===== config.mk =====
export PLATFORM = sky130hd
export DESIGN_NAME = sild_top
export DESIGN_NICKNAME = d
export VERILOG_FILES = /design/src/design/sild_pkg.sv /design/src/design/sild_stream_if.sv /design/src/design/sild_fifo.sv /design/src/design/sild_top.sv
export SDC_FILE = /design/constraint.sdc
export NUM_CORES = 1
export LEC_CHECK = 0
export BUFFER_PORTS_ARGS = -buffer_cell sky130_fd_sc_hd__buf_4
export CELL_PAD_IN_SITES_DETAIL_PLACEMENT = 1
export CELL_PAD_IN_SITES_GLOBAL_PLACEMENT = 2
export CORE_ASPECT_RATIO = 0.6
export CORE_MARGIN = 8
export CORE_UTILIZATION = 43
export CTS_BUF_LIST = sky130_fd_sc_hd__clkbuf_16
export DETAILED_ROUTE_END_ITERATION = 8
export PLACE_DENSITY = 0.95
export RECOVER_POWER = 100
export SKIP_CTS_REPAIR_TIMING = 1
export SLEW_MARGIN = 40
export SYNTH_ARGS = -nofsm -noshare
export SYNTH_HDL_FRONTEND = slang
export SYNTH_HIERARCHICAL = 1
export SYNTH_SLANG_ARGS = --single-unit

===== constraint.sdc =====
create_clock -name clk -period 7.7 [get_ports clk]
set_clock_uncertainty 0.15 [all_clocks]
set_input_delay 0.385 -clock clk [delete_from_list [all_inputs] [get_ports clk]]
set_output_delay 0.385 -clock clk [all_outputs]
set_load 0.02 [all_outputs]

===== src/design/sild_pkg.sv =====
// Package for the serial-in latched driver: widths, reset values, sync depth.
// Assumes one 100 MHz clock; pins arrive asynchronously and are synchronised.
// Operation
// - Sample serial data into first stage on each rising serial clock edge.
// - Each further rising edge moves every bit one stage toward serial output.
// - Serial output shows last stage, allowing devices to be chained.
// - While latch-load is high each latch copies its shift stage.
// - Latches follow while load high, hold while low, despite shifting.
// - Enable high turns all drivers off, keeping latch and shift contents.
// - Enable low drives each output from its latch.
// - Exactly eight shift stages, eight latches, eight drivers.
package sild_pkg;
   localparam int          SILD_STAGES     = 8;
   localparam int          SILD_FIFO_DEPTH = 32;
   localparam int          SILD_SYNC_FLOPS = 3;
   localparam logic [7:0]  SILD_SHIFT_RST  = 8'h00;
   localparam logic [7:0]  SILD_LATCH_RST  = 8'h00;
   localparam logic [7:0]  SILD_DRV_RST    = 8'h00;
   localparam logic [2:0]  SILD_SYNC_RST   = 3'h0;
   localparam real         SILD_CLK_NS     = 10.0;
endpackage


===== src/design/sild_stream_if.sv =====
// Valid/ready stream carrying serial bits between the pin front end, FIFO and shift stages.
// Assumes both ends run on the same clock.
`timescale 1ns/1ns
interface sild_stream_if #(parameter int WIDTH = 1);
   logic             valid;
   logic             ready;
   logic [WIDTH-1:0] data;
   modport src (output valid, output data, input ready);
   modport snk (input valid, input data, output ready);
endinterface


===== src/design/sild_fifo.sv =====
// Synchronous FIFO with valid/ready on both sides.
// Assumes clock enable freezes all state; sync active-high reset.
`timescale 1ns/1ns
module sild_fifo
   import sild_pkg::*;
#(
   parameter int WIDTH = 1,
   parameter int DEPTH = SILD_FIFO_DEPTH
)
(
   // Clock and reset
   input wire logic    clk,
   input wire logic    reset,
   input wire logic    ce,
   // Fill and drain sides
   sild_stream_if.snk  in_s,
   sild_stream_if.src  out_s
);
   localparam int AW = $clog2(DEPTH);

   logic [WIDTH-1:0] mem_q [DEPTH];
   logic [AW-1:0]    wr_q, wr_d, rd_q, rd_d;
   logic [AW:0]      cnt_q, cnt_d;
   logic             push, pop;

   // Pointers wrap by overflow, so DEPTH must be a power of two
   assign in_s.ready  = (cnt_q != (AW+1)'(DEPTH));
   assign out_s.valid = (cnt_q != '0);
   assign out_s.data  = mem_q[rd_q];

   always_comb
   begin
      push  = in_s.valid & in_s.ready;
      pop   = out_s.valid & out_s.ready;
      wr_d  = push ? wr_q + AW'(1) : wr_q;
      rd_d  = pop ? rd_q + AW'(1) : rd_q;
      cnt_d = cnt_q;
      if (push && !pop)
         cnt_d = cnt_q + (AW+1)'(1);
      else if (pop && !push)
         cnt_d = cnt_q - (AW+1)'(1);
   end

   always_ff @(posedge clk)
   begin
      if (reset)
      begin
         wr_q  <= '0;
         rd_q  <= '0;
         cnt_q <= '0;
      end
      else if (ce)
      begin
         wr_q  <= wr_d;
         rd_q  <= rd_d;
         cnt_q <= cnt_d;
      end
   end

   // Storage needs no reset; only written words are ever read
   always_ff @(posedge clk)
   begin
      if (ce && push)
         mem_q[wr_q] <= in_s.data;
   end
endmodule


===== src/design/sild_top.sv =====
// Serial-in latched driver: pin synchronisers, bit FIFO, shift stages, latches.
// Assumes pins are asynchronous to clk and far slower (clock period 160 ns).
`timescale 1ns/1ns
module sild_top
   import sild_pkg::*;
#(
   parameter int STAGES = SILD_STAGES,
   parameter int DEPTH  = SILD_FIFO_DEPTH
)
(
   // Clock, reset, enable
   input  wire logic              clk,
   input  wire logic              reset,
   input  wire logic              ce,
   // Serial pins
   input  wire logic              ser_data,
   input  wire logic              ser_clk,
   output logic                   ser_out,
   // Control pins
   input  wire logic              latch_load,
   input  wire logic              out_disable,
   // Drivers and flow status
   output logic [STAGES-1:0]      drv_on,
   output logic                   bit_ready
);
   sild_stream_if #(.WIDTH(1)) bit_in ();
   sild_stream_if #(.WIDTH(1)) bit_out ();

   // Three-flop synchronisers; first flop feeds only the second
   logic [SILD_SYNC_FLOPS-1:0] sd_q, sd_d, sc_q, sc_d, ll_q, ll_d, od_q, od_d;
   logic                       data_f_q, data_f_d, clk_f_q, clk_f_d;
   logic                       load_f_q, load_f_d, dis_f_q, dis_f_d;
   logic                       clk_rise;

   // Glitch filter: take stage three once stages two and three agree
   function automatic logic sync_filter(input logic [SILD_SYNC_FLOPS-1:0] s, input logic prev);
      sync_filter = (s[1] == s[2]) ? s[2] : prev;
   endfunction

   always_comb
   begin
      sd_d = {sd_q[1:0], ser_data};
      sc_d = {sc_q[1:0], ser_clk};
      ll_d = {ll_q[1:0], latch_load};
      od_d = {od_q[1:0], out_disable};
      // A change counts only once stages two and three agree
      data_f_d = sync_filter(sd_q, data_f_q);
      clk_f_d  = sync_filter(sc_q, clk_f_q);
      load_f_d = sync_filter(ll_q, load_f_q);
      dis_f_d  = sync_filter(od_q, dis_f_q);
   end

   always_ff @(posedge clk)
   begin
      if (reset)
      begin
         sd_q     <= SILD_SYNC_RST;
         sc_q     <= SILD_SYNC_RST;
         ll_q     <= SILD_SYNC_RST;
         od_q     <= SILD_SYNC_RST;
         data_f_q <= 1'b0;
         clk_f_q  <= 1'b0;
         load_f_q <= 1'b0;
         dis_f_q  <= 1'b0;
      end
      else if (ce)
      begin
         sd_q     <= sd_d;
         sc_q     <= sc_d;
         ll_q     <= ll_d;
         od_q     <= od_d;
         data_f_q <= data_f_d;
         clk_f_q  <= clk_f_d;
         load_f_q <= load_f_d;
         dis_f_q  <= dis_f_d;
      end
   end

   // Data settles well ahead of the clock edge, so its filtered value is valid here
   assign clk_rise     = clk_f_d & ~clk_f_q;
   assign bit_in.valid = clk_rise;
   assign bit_in.data  = data_f_q;
   assign bit_ready    = bit_in.ready;

   sild_fifo #(.WIDTH(1), .DEPTH(DEPTH)) u_fifo
   (
      .clk   (clk),
      .reset (reset),
      .ce    (ce),
      .in_s  (bit_in.snk),
      .out_s (bit_out.src)
   );

   // Shift stages, latches, drivers: eight of each by default
   logic [STAGES-1:0] shift_q, shift_d, latch_q, latch_d, drv_d;
   logic              ser_out_d;

   assign bit_out.ready = 1'b1;

   always_comb
   begin
      shift_d = shift_q;
      if (bit_out.valid)
         shift_d = {shift_q[STAGES-2:0], bit_out.data};
      ser_out_d = shift_d[STAGES-1];
      // Copy only once the FIFO has drained, so the latch sees what the pins shifted
      latch_d = latch_q;
      if (load_f_q && !bit_out.valid)
         latch_d = shift_q;
      // Disable gates drivers only; latch and shift stages untouched
      drv_d = dis_f_q ? '0 : latch_d;
   end

   always_ff @(posedge clk)
   begin
      if (reset)
      begin
         shift_q <= SILD_SHIFT_RST[STAGES-1:0];
         latch_q <= SILD_LATCH_RST[STAGES-1:0];
         drv_on  <= SILD_DRV_RST[STAGES-1:0];
         ser_out <= 1'b0;
      end
      else if (ce)
      begin
         shift_q <= shift_d;
         latch_q <= latch_d;
         drv_on  <= drv_d;
         ser_out <= ser_out_d;
      end
   end
endmodule


Word level (Yosys, flattened, before mapping)
Memories as Yosys holds them, arrays and structs flattened. A register that Yosys moved wholly into a read port is not among the register bits.
Cells that the tools add are included.
{"block": "op_classes", "addsub": 4, "n_eq_ne": 5, "muxes": 7, "n_bitwise": 3, "n_reduce_logical": 14}
{"cell": "$mux W8", "count": 2}
{"cell": "$mux W6", "count": 2}
{"cell": "$reduce_and A2 Y1", "count": 6}
{"cell": "$add A5 B1 Y5 const B", "count": 2}
{"cell": "$add A6 B1 Y6 const B", "count": 1}
{"cell": "$ne A6 B6 Y1 const B", "count": 1}
{"cell": "$reduce_bool A6 Y1", "count": 1}
{"cell": "$sub A6 B1 Y6 const B", "count": 1}
{"cell": "$eq A1 B1 Y1", "count": 4}
{"cell": "$logic_and A1 B1 Y1", "count": 4}
{"cell": "$mux W1", "count": 3}
{"cell": "$and A1 B1 Y1", "count": 2}
{"cell": "$logic_not A1 Y1", "count": 2}
{"cell": "$reduce_bool A2 Y1", "count": 1}
{"cell": "$not A1 Y1", "count": 1}
{"block": "totals", "regBits": 56, "mem_bits_rw": 32, "out_inout_bits": 10, "wordCells": 49, "n_memories": 1}
{"memory": "u_fifo.mem_q", "words": 32, "width": 1, "rd": 1, "rd_ports_with_merged_regs": 1, "write_ports": 1, "line_no": "sild_fifo.sv:21", "text": "logic [WIDTH-1:0] mem_q [DEPTH];"}

Depth between registers and ports, before layout
{"block": "logic_depth", "ltp_word": 8, "mapped_depth": 11}

Modules after synthesis
The synthesis kept the hierarchy.
{"module": "sild_fifo", "instances": 1, "cells_each": 226, "area_each_um2": 2591.2}
{"module": "sild_top", "instances": 1, "cells_each": 174, "area_each_um2": 1536.5}

Worst setup path after synthesis
Ideal clock, no wire load.
{"block": "synth_timing", "path_kind": "register to register", "startpoint": "reg u_fifo.cnt_q[0]", "endpoint": "reg u_fifo.cnt_q[5]", "setup_ns": 0.125, "arrival_ns": 2.894, "required_time_ns": 7.425, "path_slack_ns": 4.531, "path_stages_with_launch": 12, "n_path_buf": 1, "period_less_slack_ns": 3.169, "cell_sequence": "dfxtp_1 or4_1 buf_6 or3_1 and2_1 ha_1 inv_1 ha_1 a211o_1 o221ai_1 a211o_1 nand3_1"}
{"block": "synth_via", "elab_chain_len": 6}
{"element": "start: declaration", "line_no": "sild_fifo.sv:23", "text": "logic [AW:0] cnt_q, cnt_d;"}
{"element": "start signal: assignment", "line_no": "sild_fifo.sv:56", "text": "cnt_q <= cnt_d;"}
{"element": "$ne A6 B6 Y1 *", "line_no": "sild_fifo.sv:27", "text": "assign in_s.ready = (cnt_q != (AW+1)'(DEPTH));"}
{"element": "via bit_ready", "line_no": "sild_top.sv:24", "text": "output logic bit_ready"}
{"element": "$and A1 B1 Y1 *", "line_no": "sild_fifo.sv:33", "text": "push = in_s.valid & in_s.ready;"}
{"element": "$logic_not A1 Y1", "line_no": "sild_fifo.sv:40", "text": "else if (pop && !push)"}
{"element": "$logic_and A1 B1 Y1", "line_no": "sild_fifo.sv:40"}
{"element": "$reduce_bool A2 Y1 (no source line)"}
{"element": "$reduce_and A2 Y1 (no source line)"}
The timed path passes the listed nets; every way through them passes the cells marked *. The select of a mux whose other input is x is not followed.
A chain may end at the register's enable or synchronous reset.

Final worst setup path
{"block": "layout_timing", "startpoint": "reg u_fifo.cnt_q[0]", "endpoint": "reg u_fifo.cnt_q[5]"}
{"element": "$reduce_bool A6 Y1 *", "line_no": "sild_fifo.sv:28", "text": "assign out_s.valid = (cnt_q != '0);"}
{"element": "via bit_out.valid", "line_no": "sild_stream_if.sv:5", "text": "logic valid;"}
{"element": "$logic_not A1 Y1", "line_no": "sild_fifo.sv:38", "text": "if (push && !pop)"}
{"element": "$logic_and A1 B1 Y1", "line_no": "sild_fifo.sv:38"}
{"element": "$reduce_bool A2 Y1 (no source line)"}
{"element": "$reduce_and A2 Y1 (no source line)"}
Marks and branches as above.

==> impl_metrics.csv <==
group,metric,value,unit
run_status,status,"complete, but fails checks",
run_status,violations,"max-capacitance violations, max-slew violations",
hold_path,hold_path_end,"ll_q[0]",
worst_setup_path,critPathMaxStageDelay,0.66,ns
routing,wire_per_inst,17.2,um
pwr,vdd_drop_max,0.166,mV
hold_path,min_path_type,"in -> reg",
floorplan,boundaryPins,17,
timing,fmaxAchievable,284,MHz
finish,fin_nets,426,
synth,ys.flop_type,"dfxtp_1",
synth,synth-seq-cells,93,
worst_setup_path,cp.arrival,3.59,ns
routing,drc_errors,0,
grt,track_usage,14.8,%
run,cap_viol_max_count,1,
clock_network,cts.sinks,93,
grt,antenna_found_initial,0,
clock_network,cts_buffers,9,
clock_network,clock_path_buffers,2,
worst_setup_path,critPathKind,"reg -> reg",
floorplan,row_count,27,
timing,setup_viol,0,
routing,wl,9.31,mm
floorplan,die_area,13100,um^2
finish,multi_input_area,1750,um^2
grt,grt_overflow,0,
hold_path,min-delay-start,"latch_load",
worst_setup_path,cp_cell_sequence,"or4_1 -> or3_1 -> nand2_1 -> ha_1 -> inv_1 -> ha_1 -> a211o_1 -> o221ai_1 -> a211o_1 -> nand3_1",
place,io_buffers,16,
synth,synth_cells,400,
pwr,seq_power_share,45.9,%
place,dp_hpwl,6.47,mm
worst_setup_path,cp-start-kind,"flop",
floorplan,initial_core_util,44.6,%
worst_setup_path,path_buf_inv,1,
timing,slew_headroom,-42.9,%
synth,yosys_warnings,6,
clock_network,cts_max_level,3,
pwr,clkPwrFrac,33.3,%
timing,tns,0,ns
worst_setup_path,worstPathRequired,7.77,ns
worst_setup_path,rr_worst_depth,10,
routing,ant_nets,0,
clock_network,insertion_delay,0.34,ns
routing,vias,2866,
pwr,switchingPower,368,uW
pwr,p_sw_share,30.5,%
finish,final_cell_mix,"dfxtp_1 (61), nor2_1 (56), nand2_1 (50), edfxtp_1 (32), a21oi_1 (28)",
timing,rsz0062_at_grt,"no",
worst_setup_path,end_kind,"flop",
finish,area_delta_synth_final,8.43,%
grt,grt_max_degree,57,
worst_setup_path,rrSetupSlack,4.18,ns
clock_network,cts_tree,"done",
timing,timing.final.crit_share,45.7,%
timing,slew_viol_final,44,
floorplan,die_width,142,um
hold_path,min_path_cells,3,
place,place_congestion,0.753,
synth,syn-cell-area,4130,um^2
synth,syn_avg_cell_area,10.3,um^2
synth,synth_edf_count,32,
synth,synth_cell_type_count,50,
finish,layout_commonest_cell,"dfxtp_1",
timing,hold_slack,0.136,ns
worst_setup_path,path_delay_family,"simple AND/OR/NAND/NOR gates",
pwr,power_density,270,nW/um^2
timing,min_period,3.52,ns
finish,seqCellArea,2180,um^2
clock_network,root_buffer,"clkbuf_16",
grt,grt_first_pass_wirelength,15.2,mm
clock_network,clkTransAtPathRegs,0.06,ns
worst_setup_path,crit_fanout,13,
floorplan,design.core.area,9260,um^2
finish,fill_cells,1049,
synth,yosysSeqAreaShare,52.9,%
grt,grt_pass1_vias,3036,
timing,hold_viol,0,
pwr,intPower,840,uW
pwr,power_leakage,0.00163,uW
finish,drive_above_1_share,7.04,%
timing,worst_pin_slew,2.14,ns
worst_setup_path,timing.rr.end,"u_fifo/cnt_q[5]",
routing,drtIter0Drc,153,
worst_setup_path,crit_slowest_cell,"or4_1",
worst_setup_path,r2r_start,"u_fifo/cnt_q[0]",
finish,diodes,0,
routing,viasPerCell,5.29,
synth,ys_async_sr_fraction,0,%
routing,dr.pass1.iters,4,
floorplan,die_y,91.9,um
pwr,comb_power_share,20.8,%
worst reg2reg max path: cells and delay by family, from the launching register on:
kind,cells,cell delay [ns]
AOI/OAI and AO/OA,3,0.66
buffers and inverters,1,0.19
DFF,1,0.33
and+or+nand+nor,4,1.44
adders and majority gates,2,0.63
kinds of logic after synthesis:
kind of cell | after synthesis | synth area share, %
xor+xnor | 4 | 0.849
buf+inv | 30 | 3.58
fa+ha+maj | 12 | 3.82
compound gates | 65 | 10.5
other cells | 1 | 0.0908
flops | 93 | 52.9
simple gates | 162 | 17.9
mux | 33 | 10.4
sequential cells by signal (all words and copies together) (netlist names), named ones only:
register	count
shift_q	7
u_fifo/mem_q	32
bit_in.data	1
u_fifo/cnt_q	6
latch_q	8
ser_out	1
load_f_q	1
sd_q	3
u_fifo/rd_q	5
clk_f_q	1
od_q	3
dis_f_q	1
u_fifo/wr_q	5
sc_q	3
drv_on	8
ll_q	3
final cells by class:
| type | instances | area share, % |
|---|---|---|
| Inverter | 8 | 0.699 |
| Clock inverter | 7 | 0.923 |
| Multi-Input combinational cell | 279 | 39.2 |
| Tap cell | 130 | 3.63 |
| Clock buffer | 9 | 5.03 |
| Sequential cell | 93 | 48.8 |
| Timing Repair Buffer | 16 | 1.76 |
worst max path at each step:
stage,end,cells after the start,from,slack [ns]
2_1_floorplan,u_fifo/cnt_q[5],11,u_fifo/cnt_q[0],4.53
3_3_place_gp,u_fifo/cnt_q[5],10,u_fifo/cnt_q[0],4.24
3_5_place_dp,u_fifo/cnt_q[5],10,u_fifo/cnt_q[0],4.13
4_1_cts,u_fifo/cnt_q[5],10,u_fifo/cnt_q[0],4.12
5_1_grt,flop,4,ce,3.82
6_report,u_fifo/cnt_q[5],10,u_fifo/cnt_q[0],4.18
per-layer routing:
metal | share of wire, % | vias to the layer above | track usage, %
met5 | 0 | - | 0
met4 | 1.1 | 0 | 4.93
met3 | 3.3 | 7 | 4.91
met2 | 46 | 38 | 23.4
met1 | 49 | 1402 | 18.9
li1 | - | 1419 | -
synth_stat cells (7+ instances only):
cell type	count	share of area, %
nand3_1	22	2.7
edfxtp_1	32	23
mux4_2	8	4.4
nor2_1	56	5.1
o21ai_0	7	0.85
nand2_1	47	4.3
o21ai_1	10	1.2
ha_1	11	3.3
clkbuf_1	12	1.1
mux2i_1	25	6.1
dfxtp_1	61	30
a21oi_1	28	3.4
through the flow:
stage | cells | instance area (um^2) | utilization [%] | power [uW] | setup WS (ns)
after global placement | 526 | 4300 | 46.5 | 816 | 4.24
after floorplan | 402 | 4140 | - | 789 | 4.53
after global routing | 542 | 4480 | 48.4 | 1270 | 3.82
final | 542 | 4480 | 48.4 | 1210 | 4.18
after detailed placement | 526 | 4300 | 46.5 | 833 | 4.13
after CTS | 542 | 4570 | 49.4 | 1240 | 4.12
power groups by stage:
stage          clock (uW)  sequential (uW)  combinational, uW
2_1_floorplan           0              553                236
3_3_place_gp            0              565                251
3_5_place_dp            0              568                265
4_1_cts               412              558                266
5_1_grt               431              557                282
6_report              402              554                252
Note: power is estimated with default switching activity, not from simulation.
